## config.mk

```make
export PLATFORM = sky130hd
export DESIGN_NAME = tegc_ctrl
export DESIGN_NICKNAME = d
export VERILOG_FILES = /design/src/hw/tegc_pkg.sv /design/src/hw/tegc_ctrl.sv
export SDC_FILE = /design/constraint.sdc
export NUM_CORES = 1
export LEC_CHECK = 0
export BUFFER_PORTS_ARGS = -buffer_cell sky130_fd_sc_hd__buf_2
export CAP_MARGIN = 10
export CELL_PAD_IN_SITES_DETAIL_PLACEMENT = 2
export CELL_PAD_IN_SITES_GLOBAL_PLACEMENT = 2
export CORE_MARGIN = 1.5
export CORE_UTILIZATION = 29
export DETAILED_ROUTE_END_ITERATION = 12
export GPL_TIMING_DRIVEN = 0
export PLACE_DENSITY = 0.95
export SLEW_MARGIN = 20
export SYNTH_ARGS = -nofsm -noshare
export SYNTH_HDL_FRONTEND = slang
export SYNTH_SLANG_ARGS = --single-unit
```

## constraint.sdc

```tcl
create_clock -name clk -period 5.7 [get_ports clk]
set_input_delay 1.14 -clock clk [delete_from_list [all_inputs] [get_ports clk]]
set_output_delay 1.14 -clock clk [all_outputs]
set_load 0.02 [all_outputs]
```

## src/hw/tegc_pkg.sv

```systemverilog
// Shared constants and types for the test execution group control block.
// Assumes one module clock and a command decoder that delivers one-cycle commands.
package tegc_pkg;

   ////////////////////////////////////////////////////////////////////////
   // Widths
   localparam int STEP_W = 14;
   localparam int PIN_W  = 64;
   localparam int EV_W   = 8;
   localparam int EVQ_D  = 8;

   ////////////////////////////////////////////////////////////////////////
   // Configuration report values
   localparam logic [13:0] CFG_STEPS   = 14'h3fdf;
   localparam logic [6:0]  CFG_PINS    = 7'h40;
   localparam logic [21:0] CFG_PER_MIN = 22'h000032;
   localparam logic [21:0] CFG_PER_MAX = 22'h31ff9c;
   localparam logic [21:0] CFG_PER_RES = 22'h000032;
   localparam logic [1:0]  CFG_PODS    = 2'h2;

   ////////////////////////////////////////////////////////////////////////
   // Reset values; all encodings below are chosen so reset is all zero
   localparam logic [7:0]  MASK_RST    = 8'h00;
   localparam logic        TRIG_ON_RST = 1'b0;

   ////////////////////////////////////////////////////////////////////////
   // Argument fields
   localparam int ARG_TRIG_NONE = 3;
   localparam int ARG_CLK_INT   = 0;

   typedef enum logic [1:0] {
      ROLE_SINGLE = 2'b00,
      ROLE_LEADER = 2'b01,
      ROLE_MEMBER = 2'b10,
      ROLE_SLAVE  = 2'b11
   } tegc_role_type;

   typedef enum logic [1:0] {
      EX_STOP  = 2'b00,
      EX_RUN   = 2'b01,
      EX_PAUSE = 2'b10
   } tegc_exec_type;

   typedef enum logic [3:0] {
      OP_NOP    = 4'h0,
      OP_ROLE   = 4'h1,
      OP_TRIG   = 4'h2,
      OP_CLKSRC = 4'h3,
      OP_ARM    = 4'h4,
      OP_START  = 4'h5,
      OP_STOP   = 4'h6,
      OP_PAUSE  = 4'h7,
      OP_RESUME = 4'h8,
      OP_MASK   = 4'h9,
      OP_EVREAD = 4'ha
   } tegc_op_type;

endpackage

```

## src/hw/tegc_ctrl.sv

```systemverilog
// Test execution control: roles, start/stop line, first-failure capture,
// event queue and event enable mask.
// Assumes the sequencer and command decoder share clk; trigger pins are async.
`timescale 1ns/10ps

// Contract
// - In slave role the resume command never restarts a paused test.
// - Eight-bit event enable mask, read and write, gates standard events.
// - Report 16351 steps, 64 pins, period 50..3276700 ns by 50, 2 pods.
// - Usable step range is the smallest of module and attached pods.
// - Event read returns newest queued event and removes it.
// - First failure latches sequence and pin state; later failures ignored.
// - Failure sequence reads -1 after a pass; pin state then invalid.
// - First failure also latches a per-pin failure mask.
// - Failure mask bit per pin, pin 0 in the lowest bit.
// - Roles single, leader, member, slave; leader drives line, member follows.
// - Slave role starts and pauses with the selected trigger line level.
// - Slave role ignores the trigger line until armed.
// - Slave runs while line asserted, pauses while deasserted, until end; after a seq_pause_flag pause the code stays paused until the line drops and rises again.
// - Early end: manager drops line, host stops each module.
// - Slave role allowed only with the internal clock selected.
module tegc_ctrl #(
   parameter int STEP_W = tegc_pkg::STEP_W,
   parameter int PIN_W  = tegc_pkg::PIN_W,
   parameter int EV_W   = tegc_pkg::EV_W,
   parameter int EVQ_D  = tegc_pkg::EVQ_D
) (
   input  logic                    clk,
   input  logic                    rst,
   input  logic                    cmd_valid,
   input  tegc_pkg::tegc_op_type   cmd_op,
   input  logic [7:0]              cmd_arg,
   input  logic [7:0]              ttl_trig_in,
   output logic [7:0]              ttl_trig_out,
   output logic [7:0]              ttl_trig_oe,
   input  logic                    seq_end,
   input  logic                    seq_pause_flag,
   input  logic                    cmp_fail,
   input  logic [STEP_W-1:0]       seq_num,
   input  logic [PIN_W-1:0]        pin_state,
   input  logic [PIN_W-1:0]        pin_fail,
   input  logic [1:0]              pod_present,
   input  logic [STEP_W-1:0]       pod0_steps,
   input  logic [STEP_W-1:0]       pod1_steps,
   input  logic [7:0]              std_event,
   input  logic                    ev_push,
   input  logic [EV_W-1:0]         ev_push_code,
   output tegc_pkg::tegc_exec_type exec_state,
   output tegc_pkg::tegc_role_type execution_role,
   output logic                    trig_assigned,
   output logic [2:0]              trig_line,
   output logic                    clk_internal,
   output logic                    armed,
   output logic                    role_refused,
   output logic [7:0]              event_enable_mask,
   output logic [7:0]              std_event_enabled,
   output logic                    std_event_summary,
   output logic [EV_W-1:0]         event_code,
   output logic                    event_valid,
   output logic                    event_empty,
   output logic signed [STEP_W:0]  fail_seq,
   output logic                    fail_valid,
   output logic                    test_passed,
   output logic [PIN_W-1:0]        fail_state,
   output logic [PIN_W-1:0]        fail_mask,
   output logic [STEP_W-1:0]       step_limit,
   output logic [13:0]             cfg_steps,
   output logic [6:0]              cfg_pins,
   output logic [21:0]             cfg_period_min,
   output logic [21:0]             cfg_period_max,
   output logic [21:0]             cfg_period_res,
   output logic [1:0]              cfg_pods
);

   localparam int CW = $clog2(EVQ_D + 1);
   localparam logic [STEP_W-1:0] CFG_LIMIT_INIT = STEP_W'(tegc_pkg::CFG_STEPS);

   typedef struct packed {
      logic [7:0]                   sync1;
      logic [7:0]                   sync2;
      logic                         line_d;
      tegc_pkg::tegc_role_type      role;
      logic                         trig_on;
      logic [2:0]                   trig_idx;
      logic                         clk_int;
      logic                         role_err;
      logic [7:0]                   mask;
      logic                         armed;
      tegc_pkg::tegc_exec_type      ex;
      logic                         need_low;
      logic                         fail_hit;
      logic                         passed;
      logic [STEP_W-1:0]            fseq;
      logic [PIN_W-1:0]             fstate;
      logic [PIN_W-1:0]             fmask;
      logic [EVQ_D-1:0][EV_W-1:0]   evq;
      logic [CW-1:0]                evn;
      logic [EV_W-1:0]              ev_out;
      logic                         ev_valid;
      logic [STEP_W-1:0]            limit;
   } tegc_state_type;

   tegc_state_type s;
   tegc_state_type next_s;
   logic           line;
   logic           rise;
   logic           leads;

   ////////////////////////////////////////////////////////////////////////
   // Helpers

   // Starting a run clears the failure flag and pass result; fseq, fstate and fmask keep their values
   function automatic tegc_state_type f_start(input tegc_state_type x);
      tegc_state_type y;
      y          = x;
      y.ex       = tegc_pkg::EX_RUN;
      y.fail_hit = 1'b0;
      y.passed   = 1'b0;
      y.need_low = 1'b0;
      return y;
   endfunction

   function automatic logic [STEP_W-1:0] f_min(input logic [STEP_W-1:0] a,
                                               input logic [STEP_W-1:0] b);
      return (a < b) ? a : b;
   endfunction

   // Only the second sync stage is read
   assign line  = s.trig_on & s.sync2[s.trig_idx];
   assign rise  = line & ~s.line_d;
   assign leads = (s.role == tegc_pkg::ROLE_SINGLE) | (s.role == tegc_pkg::ROLE_LEADER);

   ////////////////////////////////////////////////////////////////////////
   // Next state
   always_comb begin
      next_s          = s;
      next_s.sync1    = ttl_trig_in;
      next_s.sync2    = s.sync1;
      next_s.line_d   = line;
      next_s.ev_valid = 1'b0;

      next_s.limit = CFG_LIMIT_INIT;
      if (pod_present[0]) begin
         next_s.limit = f_min(next_s.limit, pod0_steps);
      end
      if (pod_present[1]) begin
         next_s.limit = f_min(next_s.limit, pod1_steps);
      end

      // Sequencer events
      if (s.ex == tegc_pkg::EX_RUN) begin
         if (cmp_fail && !s.fail_hit) begin
            next_s.fail_hit = 1'b1;
            next_s.fseq     = seq_num;
            next_s.fstate   = pin_state;
            next_s.fmask    = pin_fail;
         end
         if (seq_end) begin
            next_s.ex     = tegc_pkg::EX_STOP;
            next_s.passed = !(s.fail_hit | cmp_fail);
         end else if (seq_pause_flag) begin
            next_s.ex       = tegc_pkg::EX_PAUSE;
            next_s.need_low = 1'b1;
         end
      end

      // Line-governed roles
      if (s.role == tegc_pkg::ROLE_MEMBER) begin
         if (rise && s.ex == tegc_pkg::EX_STOP) begin
            next_s = f_start(next_s);
         end else if (line && s.ex == tegc_pkg::EX_PAUSE) begin
            next_s.ex = tegc_pkg::EX_RUN;
         end else if (!line && next_s.ex == tegc_pkg::EX_RUN) begin
            next_s.ex = tegc_pkg::EX_PAUSE;
         end
      end else if (s.role == tegc_pkg::ROLE_SLAVE) begin
         if (s.ex == tegc_pkg::EX_STOP) begin
            // Unarmed slaves see no line activity at all
            if (s.armed && rise) begin
               next_s       = f_start(next_s);
               next_s.armed = 1'b0;
            end
         end else if (s.ex == tegc_pkg::EX_PAUSE) begin
            if (!line) begin
               next_s.need_low = 1'b0;
            end else if (!s.need_low) begin
               next_s.ex = tegc_pkg::EX_RUN;
            end
         end else if (!line && next_s.ex == tegc_pkg::EX_RUN) begin
            next_s.ex = tegc_pkg::EX_PAUSE;
         end
      end

      // Event queue push, newest at index 0; a full queue drops the oldest
      if (ev_push) begin
         for (int i = EVQ_D - 1; i > 0; i--) begin
            next_s.evq[i] = s.evq[i-1];
         end
         next_s.evq[0] = ev_push_code;
         if (s.evn != CW'(EVQ_D)) begin
            next_s.evn = s.evn + 1'b1;
         end
      end

      if (cmd_valid) begin
         unique case (cmd_op)
            tegc_pkg::OP_ROLE: begin
               if (tegc_pkg::tegc_role_type'(cmd_arg[1:0]) == tegc_pkg::ROLE_SLAVE && !s.clk_int) begin
                  next_s.role_err = 1'b1;
               end else begin
                  next_s.role     = tegc_pkg::tegc_role_type'(cmd_arg[1:0]);
                  next_s.role_err = 1'b0;
               end
            end
            tegc_pkg::OP_CLKSRC: begin
               next_s.clk_int = cmd_arg[tegc_pkg::ARG_CLK_INT];
               // Leaving the internal clock drops the slave role
               if (!cmd_arg[tegc_pkg::ARG_CLK_INT] && s.role == tegc_pkg::ROLE_SLAVE) begin
                  next_s.role = tegc_pkg::ROLE_SINGLE;
               end
            end
            tegc_pkg::OP_TRIG: begin
               next_s.trig_on  = !cmd_arg[tegc_pkg::ARG_TRIG_NONE];
               next_s.trig_idx = cmd_arg[2:0];
            end
            tegc_pkg::OP_ARM: begin
               next_s.armed = 1'b1;
            end
            tegc_pkg::OP_START: begin
               if (leads && s.ex == tegc_pkg::EX_STOP) begin
                  next_s = f_start(next_s);
               end
            end
            tegc_pkg::OP_STOP: begin
               next_s.ex       = tegc_pkg::EX_STOP;
               next_s.armed    = 1'b0;
               next_s.need_low = 1'b0;
            end
            tegc_pkg::OP_PAUSE: begin
               if (leads && s.ex == tegc_pkg::EX_RUN) begin
                  next_s.ex = tegc_pkg::EX_PAUSE;
               end
            end
            tegc_pkg::OP_RESUME: begin
               // Slave and member roles ignore resume
               if (leads && s.ex == tegc_pkg::EX_PAUSE) begin
                  next_s.ex = tegc_pkg::EX_RUN;
               end
            end
            tegc_pkg::OP_MASK: begin
               next_s.mask = cmd_arg;
            end
            tegc_pkg::OP_EVREAD: begin
               // Pop reads the queue as it was before this cycle's push
               if (s.evn != '0) begin
                  next_s.ev_out   = s.evq[0];
                  next_s.ev_valid = 1'b1;
                  if (!ev_push) begin
                     for (int i = 0; i < EVQ_D - 1; i++) begin
                        next_s.evq[i] = s.evq[i+1];
                     end
                     next_s.evn = s.evn - 1'b1;
                  end else begin
                     // Only the newest slot is replaced; older entries keep their places
                     for (int i = 1; i < EVQ_D; i++) begin
                        next_s.evq[i] = s.evq[i];
                     end
                     next_s.evn = s.evn;
                  end
               end
            end
            default: begin
            end
         endcase
      end
   end

   always_ff @(posedge clk) begin
      if (rst) begin
         s <= '0;
      end else begin
         s <= next_s;
      end
   end

   ////////////////////////////////////////////////////////////////////////
   // Outputs
   assign ttl_trig_out      = {8{s.ex == tegc_pkg::EX_RUN}};
   assign ttl_trig_oe       = (s.role == tegc_pkg::ROLE_LEADER && s.trig_on) ? (8'h01 << s.trig_idx) : 8'h00;
   assign exec_state        = s.ex;
   assign execution_role    = s.role;
   assign trig_assigned     = s.trig_on;
   assign trig_line         = s.trig_idx;
   assign clk_internal      = s.clk_int;
   assign armed             = s.armed;
   assign role_refused      = s.role_err;
   assign event_enable_mask = s.mask;
   assign std_event_enabled = std_event & s.mask;
   assign std_event_summary = |std_event_enabled;
   assign event_code        = s.ev_out;
   assign event_valid       = s.ev_valid;
   assign event_empty       = (s.evn == '0);
   assign fail_seq          = s.fail_hit ? {1'b0, s.fseq} : '1;
   assign fail_valid        = s.fail_hit;
   assign test_passed       = s.passed;
   assign fail_state        = s.fstate;
   assign fail_mask         = s.fmask;
   assign step_limit        = s.limit;
   assign cfg_steps         = tegc_pkg::CFG_STEPS;
   assign cfg_pins          = tegc_pkg::CFG_PINS;
   assign cfg_period_min    = tegc_pkg::CFG_PER_MIN;
   assign cfg_period_max    = tegc_pkg::CFG_PER_MAX;
   assign cfg_period_res    = tegc_pkg::CFG_PER_RES;
   assign cfg_pods          = tegc_pkg::CFG_PODS;

   ////////////////////////////////////////////////////////////////////////
   // Assertions
   AST_SLAVE_NO_RESUME: assert property (@(posedge clk) disable iff (rst)
      s.role == tegc_pkg::ROLE_SLAVE && s.ex == tegc_pkg::EX_PAUSE && s.need_low
      |=> s.ex != tegc_pkg::EX_RUN)
      else $error("slave resumed without line drop");

   AST_MASK_WRITE: assert property (@(posedge clk) disable iff (rst)
      cmd_valid && cmd_op == tegc_pkg::OP_MASK
      |=> event_enable_mask == $past(cmd_arg) && std_event_enabled == (std_event & $past(cmd_arg)))
      else $error("mask write not applied");

   AST_STEP_LIMIT: assert property (@(posedge clk) disable iff (rst)
      pod_present[0] |=> step_limit <= $past(pod0_steps) && step_limit <= tegc_pkg::CFG_STEPS)
      else $error("step limit above pod range");

   AST_EVENT_POP: assert property (@(posedge clk) disable iff (rst)
      cmd_valid && cmd_op == tegc_pkg::OP_EVREAD && !event_empty && !ev_push
      |=> event_valid && event_code == $past(s.evq[0]) && s.evn == $past(s.evn) - 1'b1)
      else $error("event read wrong");

   AST_FIRST_FAIL_HOLD: assert property (@(posedge clk) disable iff (rst)
      s.fail_hit && s.ex != tegc_pkg::EX_STOP
      |=> $stable(fail_seq) && $stable(fail_mask) && $stable(fail_state))
      else $error("failure record overwritten");

   AST_FIRST_FAIL_TAKE: assert property (@(posedge clk) disable iff (rst)
      s.ex == tegc_pkg::EX_RUN && !s.fail_hit && cmp_fail
      |=> fail_valid && fail_mask == $past(pin_fail) && fail_seq[STEP_W-1:0] == $past(seq_num))
      else $error("first failure not latched");

   AST_PASS_MINUS_ONE: assert property (@(posedge clk) disable iff (rst)
      !fail_valid |-> fail_seq == -1)
      else $error("fail sequence not -1");

   AST_LEADER_DRIVES: assert property (@(posedge clk) disable iff (rst)
      s.role == tegc_pkg::ROLE_LEADER && s.trig_on
      |-> ttl_trig_oe[s.trig_idx] && ttl_trig_out[s.trig_idx] == (exec_state == tegc_pkg::EX_RUN))
      else $error("leader not driving line");

   AST_SLAVE_LINE_LOW: assert property (@(posedge clk) disable iff (rst)
      s.role == tegc_pkg::ROLE_SLAVE && s.ex == tegc_pkg::EX_RUN && !line
      |=> s.ex != tegc_pkg::EX_RUN)
      else $error("slave kept running on low line");

   AST_UNARMED_IDLE: assert property (@(posedge clk) disable iff (rst)
      s.role == tegc_pkg::ROLE_SLAVE && s.ex == tegc_pkg::EX_STOP && !s.armed
      |=> s.ex == tegc_pkg::EX_STOP)
      else $error("unarmed slave started");

   AST_SLAVE_CLOCK: assert property (@(posedge clk) disable iff (rst)
      s.role == tegc_pkg::ROLE_SLAVE |-> s.clk_int)
      else $error("slave role without internal clock");

   AST_RESET_DEFAULT: assert property (@(posedge clk) disable iff (rst)
      $fell(rst) |-> execution_role == tegc_pkg::ROLE_SINGLE && !trig_assigned && event_enable_mask == 8'h00)
      else $error("reset defaults wrong");

endmodule // tegc_ctrl

```

Word-level counts from Yosys, hierarchy flattened
Index checks and enable logic that the tools add are counted.
{ "totals": {"reg_bits": 272, "inputBits": 215, "word_cells": 137} }
{ "classes": {"n_addsub": 2, "magnitude_cmp": 3, "n_eq_ne": 19, "n_shift": 1, "muxes": 55, "n_bitwise": 6, "reduce_logical": 22} }
{ "ops": {"columns": ["cell", "count"], "rows": [
  ["$mux W239", 3],
  ["$mux W255", 1],
  ["$mux W238", 1],
  ["$mux W236", 1],
  ["$mux W235", 1],
  ["$pmux W77 S2", 1],
  ["$mux W147", 1],
  ["$mux W144", 1],
  ["$mux W142", 1],
  ["$mux W77", 1],
  ["$mux W14", 5],
  ["$mux W68", 1],
  ["$mux W48", 1],
  ["$mux W8", 3],
  ["$mux W2", 11],
  ["$eq A4 B3 Y1 const B", 4],
  ["$pmux W8 S2", 1],
  ["$mux W15", 1],
  ["$lt A14 B14 Y1", 1],
  ["$lt A14 B14 Y1 const A", 1],
  ["$eq A4 B4 Y1 const B", 3],
  ["$logic_and A1 B1 Y1", 11],
  ["$and A8 B8 Y8", 1],
  ["$eq A2 B2 Y1 const B", 4],
  ["25 further kinds", 48]
]} }

Longest topological paths before layout
Gate-level depths: netlist (run 1).
{ "depth": {"ltp_word": 17, "depth_mapped": 10, "ltp_nobuf": 9} }

Least setup slack after synthesis (run 1)
No wires, ideal clock.
{ "synth_timing": {"kind": "input port to output port", "startpoint": "in std_event[2]", "endpoint": "out std_event_summary", "arrival_ps": 2458, "t_required_ps": 4560, "path_slack_ps": 2102, "stages": 3, "n_path_buf": 0, "cell_sequence": "and2_1 or4_1 or4_1"} }
{ "synth_between": {"elab_chain_cells": 2} }
{ "synth_rtl": {"columns": ["item", "line_no", "source"], "rows": [
  ["from (decl)", "tegc_ctrl.sv:45", "input logic [7:0] std_event,"],
  ["$and A8 B8 Y8", "tegc_ctrl.sv:298", "assign std_event_enabled = std_event & s.mask;"],
  ["$reduce_or A8 Y1", "tegc_ctrl.sv:299", "assign std_event_summary = |std_event_enabled;"],
  ["to (decl)", "tegc_ctrl.sv:57", "output logic std_event_summary,"]
]} }
Every way passes these cells.

Worst setup path in the final report (run 1)
Ends and elaborated chain as after synthesis.

==> results of run 1 <==
final cells by class:
cell class	count	area, sq um
antenna	9	22.5
buffer	358	2400
clock buffer	40	880
clock inverter	17	176
fill	5161	26900
inverter	24	90.1
multi-input combinational	1051	5300
sequential	272	5450
tap	592	741
timing repair buffer	424	2120
flip-flops by register name, summed over array words and instances, names as in the netlist:
signal	cells
armed	1
clk_internal	1
event_code	8
event_enable_mask	8
event_valid	1
exec_state	2
execution_role	2
fail_mask	64
fail_state	64
fail_valid	1
role_refused	1
s	100
step_limit	14
test_passed	1
trig_assigned	1
trig_line	3
layer usage:
metal | vias to the layer above | routed length (um) | track usage [%]
met5 | - | 0 | 0
met4 | 0 | 2800 | 11.7
met3 | 136 | 2880 | 4.21
met2 | 429 | 29700 | 45.1
met1 | 6482 | 21600 | 25.8
li1 | 6072 | - | -
worst max-delay path, stage by stage:
cell	delay [ns]
buf_2	0.10
and2_1	0.16
or4_1	0.50
or4_1	0.47
buf_2	0.17
where the power goes:
group	internal (mW)	switching (mW)
registers	1.94	0.0266
clock network	1.22	0.876
logic	0.213	0.323
cells in the final DEF, fill, tap and decap left out, types with 5 or more instances in the layout:
cell / count
a21oi_1: 215
a22oi_1: 50
a311oi_1: 10
and2_1: 10
and3_1: 5
buf_2: 454
buf_4: 269
clkbuf_1: 57
clkbuf_16: 31
clkbuf_8: 7
clkinv_2: 9
conb_1: 89
dfxtp_1: 272
diode_2: 9
ha_1: 15
inv_1: 23
mux2i_1: 32
nand2_1: 435
nand2b_1: 27
nand3_1: 8
nor2_1: 45
nor2b_1: 21
o21ai_0: 8
or2_2: 8
synthesized netlist by cell type, types with 5 or more instances:
cell,instances
and2_1,10
mux2i_1,32
dfxtp_1,272
and3_1,5
o21ai_0,8
a21oi_1,215
a311oi_1,10
nand2b_1,27
ha_1,15
buf_4,269
or2_2,8
nor2b_1,21
inv_1,23
buf_2,30
nand2_1,435
a22oi_1,50
clkbuf_1,55
nor2_1,45
nand3_1,8
cells by family after synthesis:
group	Yosys count	synth area share (%)
simple gates	599	20.2
other cells	2	0.0582
compound gates	314	14.2
buf+inv	382	19.3
mux	32	2.48
fa+ha+maj	15	1.45
xor+xnor	2	0.136
flops	272	42.2
final timing paths:
kind,startpoint,to,slack (ns),depth (start not counted)
max,std_event[2],std_event_summary,2.02,5
max reg2reg,exec_state[0],fail_mask[13],2.86,9
min reg2reg,s[269],s[261],0.44,1
min,s[269],s[261],0.44,1
==> impl_metrics.py, run 1 <==
metrics = {
    "clock_network": {
        "cts_max_path_buffers": 3,
        "hold_buffers": 0,
        "htreeDepth": 1,
        "insertion_delay_ns": 0.59,
        "clock-sinks": 272,
        "post_cts_buffers": 0,
        "root_buffer": "clkbuf_16",
        "cts_buffers": 31,
        "clk_pin_slew_ns": 0.06,
        "cts_tree": "done",
        "cts_resized": 0,
    },
    "synth": {
        "ys_seq_area_share_pct": 42.2,
        "synthArstFlopShare_pct": 0,
        "yosys_warnings": 0,
        "synthTopCellsByArea": "dfxtp_1 (42%), buf_4 (16%), nand2_1 (13%)",
        "yosys_register_bits": 272,
        "netlist_instances": 1618,
        "syn_avg_cell_area_sq_um": 7.98,
        "ys.flop_type": "dfxtp_1",
        "ys_types": 63,
        "yosys.area.top_type": "dfxtp_1",
        "synth_edf_count": 0,
        "syn_area_sq_mm": 0.0129,
        "synth_top_area_share_pct": 42.2,
    },
    "grt": {
        "grt_pass1_wl_mm": 86.9,
        "first_global_vias": 14556,
        "antenna_found_initial": 11,
        "grt-ovfl-total": 0,
        "grt_max_degree": 16,
        "grtUsageTotal_pct": 24.0,
    },
    "sta": {
        "rsz0062_at_grt": "false",
        "skew_ns": 0.0242,
        "fin_crit_ns": 3.68,
        "fin_crit_sh_pct": 64.5,
        "fmax_mhz": 272,
        "worst-slew-pin-transition_ns": 1.06,
        "slew_violations": 0,
        "setup_viol": 0,
        "final_hold_viol_count": 0,
        "setup_tns_ns": 0,
        "worst_hold_slack_ns": 0.441,
        "relSlewSlack_pct": 29.1,
        "layout_setup_ws_ns": 2.02,
    },
    "power_and_ir_drop": {
        "p_leak_nw": 7.90,
        "worst_ir_drop_vdd_v": 0.000208,
        "power_mw": 4.60,
        "power.density_mw_per_mm2": 268,
    },
    "place": {
        "post-place-cells": 2721,
        "io_buffers": 424,
        "dpl_cell_area_sq_mm": 0.0161,
        "dpl.hpwl_mm": 42.4,
        "dp_slack_ns": 1.66,
        "place_congestion": 0.953,
    },
    "floorplanning": {
        "die_w_um": 214,
        "io_pins": 517,
        "start_util_pct": 29.3,
        "die-area_sq_mm": 0.0458,
        "die_h_um": 214,
        "fp-row-count": 77,
        "fp.coreArea_sq_mm": 0.0440,
    },
    "detailed_routing": {
        "drt-initial-drc-count": 444,
        "vias": 13119,
        "wl_mm": 57.0,
        "firstDrtPassIters": 5,
        "drcViolationCount": 0,
        "via_per_inst": 4.71,
        "drtAntennaViolNets": 0,
        "wl_per_cell_um": 20.5,
    },
    "cells_and_area": {
        "syn_to_final_growth_pct": 33.1,
        "utilization_pct": 39.0,
        "final_cells": 2787,
        "layout-drive-gt1-share_pct": 36.6,
        "finalInstanceArea_sq_mm": 0.0172,
        "final_nets": 2392,
    },
    "hold_path": {
        "worstHoldPathType": "reg -> reg",
    },
    "worst_setup_path": {
        "cp_max_fo": 2,
        "start_kind": "input pin",
        "cp.required_ns": 4.56,
        "worstSetupPathType": "in -> out",
        "end_kind": "output port",
        "cp.arrival_ns": 2.54,
    },
    "status": {
        "status": "finished clean",
    },
    "flow_run": {
        "cap_violations": 0,
    },
}
(Power assumes the default switching activity.)
==> run 2, diff against run 1 <==
--- a/config.mk
+++ b/config.mk
@@ -5,15 +5,16 @@
 export SDC_FILE = /design/constraint.sdc
 export NUM_CORES = 1
 export LEC_CHECK = 0
+export ABC_AREA = 1
 export BUFFER_PORTS_ARGS = -buffer_cell sky130_fd_sc_hd__buf_2
 export CAP_MARGIN = 10
 export CELL_PAD_IN_SITES_DETAIL_PLACEMENT = 2
 export CELL_PAD_IN_SITES_GLOBAL_PLACEMENT = 2
 export CORE_MARGIN = 1.5
-export CORE_UTILIZATION = 29
+export CORE_UTILIZATION = 24
 export DETAILED_ROUTE_END_ITERATION = 12
 export GPL_TIMING_DRIVEN = 0
-export PLACE_DENSITY = 0.95
+export PLACE_DENSITY = 0.89
 export SLEW_MARGIN = 20
 export SYNTH_ARGS = -nofsm -noshare
 export SYNTH_HDL_FRONTEND = slang
==> constraint.sdc (replaced) <==
create_clock -name clk -period 3.1 [get_ports clk]
set_input_delay 0.62 -clock clk [delete_from_list [all_inputs] [get_ports clk]]
set_output_delay 0.62 -clock clk [all_outputs]
set_load 0.02 [all_outputs]
==> run 2 against run 1 <==
  * Clock-buffer cell count is 13 higher
  * Power up 89%
  * Flip-flop and latch count is the same
  * Routed wire length fell by 1.6%
==> impl_metrics.py, run 2 <==
metrics = {
    "power_and_ir_drop": {
        "power_mw": 8.70,
        "power.density_mw_per_mm2": 487,
        "worst_ir_drop_vdd_v": 0.000356,
        "p_leak_nw": 8.82,
    },
    "synth": {
        "synthAdderAreaFrac_pct": 1.41,
        "synth_edf_count": 0,
        "ys.flop_type": "dfxtp_1",
        "netlist_instances": 1841,
        "yosys.area_share.xor_xnor_pct": 0.131,
        "yosys_register_bits": 272,
        "syn_area_sq_mm": 0.0133,
        "yosys.area.top_type": "dfxtp_1",
        "synth_simple_gate_area_share_pct": 22.2,
        "synth.most_common_cell": "nor2_1",
        "synth_top_area_share_pct": 40.8,
        "synthArstFlopShare_pct": 0,
        "synth_top_family_by_area": "simple AND/OR/NAND/NOR gates",
        "ys_types": 39,
        "synthTopCellsByArea": "dfxtp_1 (41%), buf_4 (15%), nor2_1 (13%)",
        "syn_avg_cell_area_sq_um": 7.24,
        "ys_top_cells_by_count": "nor2_1 (461), dfxtp_1 (272), buf_4 (271)",
        "synthMuxAreaShare_pct": 0,
        "yosys_warnings": 0,
        "synth-compound-area-share_pct": 13.7,
        "ys_seq_area_share_pct": 40.8,
    },
    "place": {
        "place_congestion": 0.827,
        "io_buffers": 424,
        "dpl.hpwl_mm": 42.9,
    },
    "detailed_routing": {
        "drt-initial-drc-count": 434,
        "vias": 13890,
        "wl_mm": 56.1,
        "via_per_inst": 4.39,
        "drtAntennaViolNets": 0,
        "drcViolationCount": 0,
        "wl_per_cell_um": 17.7,
        "firstDrtPassIters": 4,
    },
    "cells_and_area": {
        "final_nets": 2620,
        "layout-drive-gt1-share_pct": 34.1,
        "layout_common_cells": "nor2_1 (461), buf_2 (448), dfxtp_1 (272)",
        "largest_register": "s",
        "largest_reg_flops": 100,
        "syn_to_final_growth_pct": 33.9,
        "mostFrequentLayoutCell": "nor2_1",
    },
    "flow_run": {
        "cap_violations": 0,
    },
    "worst_setup_path": {
        "cpMaxStageDelayCell": "ha_1",
        "r2r_setup_slack_ns": 0.55,
        "start_kind": "input pin",
        "critPathTopFamily": "simple AND/OR/NAND/NOR gates",
        "cp.arrival_ns": 3.05,
        "cp_slowest_stage_delay_ns": 0.29,
        "worstReg2RegEnd": "fail_mask[42]",
        "worstSetupPathType": "in -> reg",
        "crit_top_cell": "nand2_1",
        "path_cells": "buf_2 > inv_1 > nor2_1 > nand3_1 > nand2_1 > nor2_1 > inv_1 > ha_1 > a21oi_1 > nor3_1 > a211oi_1 > nand2_1 > nand2_1 > nand2_1 > nand2_2 > buf_2 > nand2_1 > nand2_1 > nor2_1",
        "cp_max_fo": 10,
        "rr_startpoint": "exec_state[0]",
        "end_kind": "flip-flop",
        "cp.required_ns": 3.53,
        "reg2reg_depth": 7,
        "path_buf_inv": 4,
    },
    "clock_network": {
        "cts_buffers": 36,
        "insertion_delay_ns": 0.56,
        "post_cts_buffers": 0,
        "cts_tree": "done",
        "hold_buffers": 0,
        "clock-sinks": 272,
        "clk_pin_slew_ns": 0.06,
        "htreeDepth": 2,
        "cts_max_path_buffers": 3,
        "cts_resized": 0,
        "root_buffer": "clkbuf_16",
    },
    "sta": {
        "skew_ns": 0.0190,
        "worst-slew-pin-transition_ns": 0.867,
        "final_hold_viol_count": 0,
        "setup_viol": 0,
        "rsz0062_at_grt": "false",
        "fin_crit_ns": 2.62,
        "fmax_mhz": 382,
        "relSlewSlack_pct": 42.2,
        "fin_crit_sh_pct": 84.4,
        "slew_violations": 0,
        "worst_hold_slack_ns": 0.275,
    },
    "floorplanning": {
        "io_pins": 517,
        "start_util_pct": 24.3,
        "fp-row-count": 86,
        "die_w_um": 239,
        "fp.coreArea_sq_mm": 0.0550,
        "die_h_um": 239,
        "die-area_sq_mm": 0.0570,
    },
    "grt": {
        "grt_max_degree": 14,
        "grt_pass1_wl_mm": 85.1,
        "met1_usage_pct": 20.5,
        "grt-ovfl-total": 0,
        "antenna_found_initial": 8,
        "first_global_vias": 15236,
        "use_met2_pct": 35.9,
        "grtUsageTotal_pct": 18.9,
        "grt_busiest_layer": "met2",
        "grtUsageMet3_pct": 3.81,
    },
    "hold_path": {
        "hold_depth": 3,
        "hold_start": "ttl_trig_in[1]",
        "whs_endpoint": "s[265]",
        "worstHoldPathType": "in -> reg",
    },
    "status": {
        "status": "finished clean",
    },
}
-- run 2: cell count changes after synthesis, moves of 23 or more --
cell      change
nand3_1      +23
nand2_1     -223
a31oi_1      +23
inv_1        +90
a22oi_1      -44
o21ai_0     +218
nor2_1      +416
mux2i_1      -32
a21oi_1     -175
nand2b_1     -27
-- run 2: layout make-up --
type | count | area [sq um]
Antenna cell | 3 | 7.51
Buffer | 355 | 2430
Clock buffer | 53 | 1060
Clock inverter | 8 | 70.1
Fill cell | 6582 | 37100
Inverter | 121 | 457
Multi-Input combinational cell | 1180 | 5330
Sequential cell | 272 | 5450
Tap cell | 748 | 936
Timing Repair Buffer | 424 | 2120
-- run 2: worst max path at each step --
stage | startpoint | to | slack [ns] | cells past startpoint
after CTS | exec_state[0] | fail_mask[17] | 0.42 | 7
after detailed placement | pod0_steps[5] | step_limit[6] | -0.08 | 19
after global routing | pod0_steps[5] | step_limit[6] | 0.20 | 19
after floorplan | pod0_steps[5] | step_limit[10] | 0.66 | 18
after global placement | pod0_steps[5] | step_limit[8] | 0.04 | 19
final | pod0_steps[5] | step_limit[6] | 0.48 | 19
-- run 2: layer usage --
metal  part of all wire, %  wire length (um)  vias to the layer above
met3                   5.6              3140                       99
li1                      -                 -                     6589
met2                    52             29400                      388
met4                   3.2              1780                        6
met5                 0.080                45                        -
met1                    39             21800                     6808
-- run 2: report_power, final --
part           total [mW]  switching (mW)  internal, mW  leakage [nW]
registers            3.63          0.0473          3.58          2.21
clock network        4.04            1.66          2.38         0.565
logic                1.03           0.634         0.392          6.05
total                8.70            2.34          6.36          8.82
-- run 2: per-stage QoR --
stage / instances / util [%] / area (sq um) / setup TNS (ns) / setup WS (ns)
after floorplan: 1928 / - / 13700 / 0 / 0.660
after global placement: 3100 / 30.4 / 16700 / 0 / 0.0371
after detailed placement: 3100 / 30.4 / 16700 / -0.355 / -0.0779
after CTS: 3161 / 32.5 / 17900 / 0 / 0.424
after global routing: 3163 / 32.5 / 17900 / 0 / 0.197
final: 3164 / 32.5 / 17900 / 0 / 0.485
-- run 2: kinds of logic after synthesis --
| logic type | count (synthesis) |
|---|---|
| AND/OR/NAND/NOR | 744 |
| buffers and inverters | 476 |
| AO/OA/AOI/OAI | 330 |
| flip-flops | 272 |
| adder cells (fa/ha/maj) | 15 |
| XOR/XNOR | 2 |
| other | 2 |
-- run 2: worst register-to-register path: cells and delay by family, from the launching register on --
family	cells	cell delay [ns]
buffers and inverters	3	0.83
DFF	1	0.40
AOI/OAI and AO/OA	1	0.29
and+or+nand+nor	3	0.91
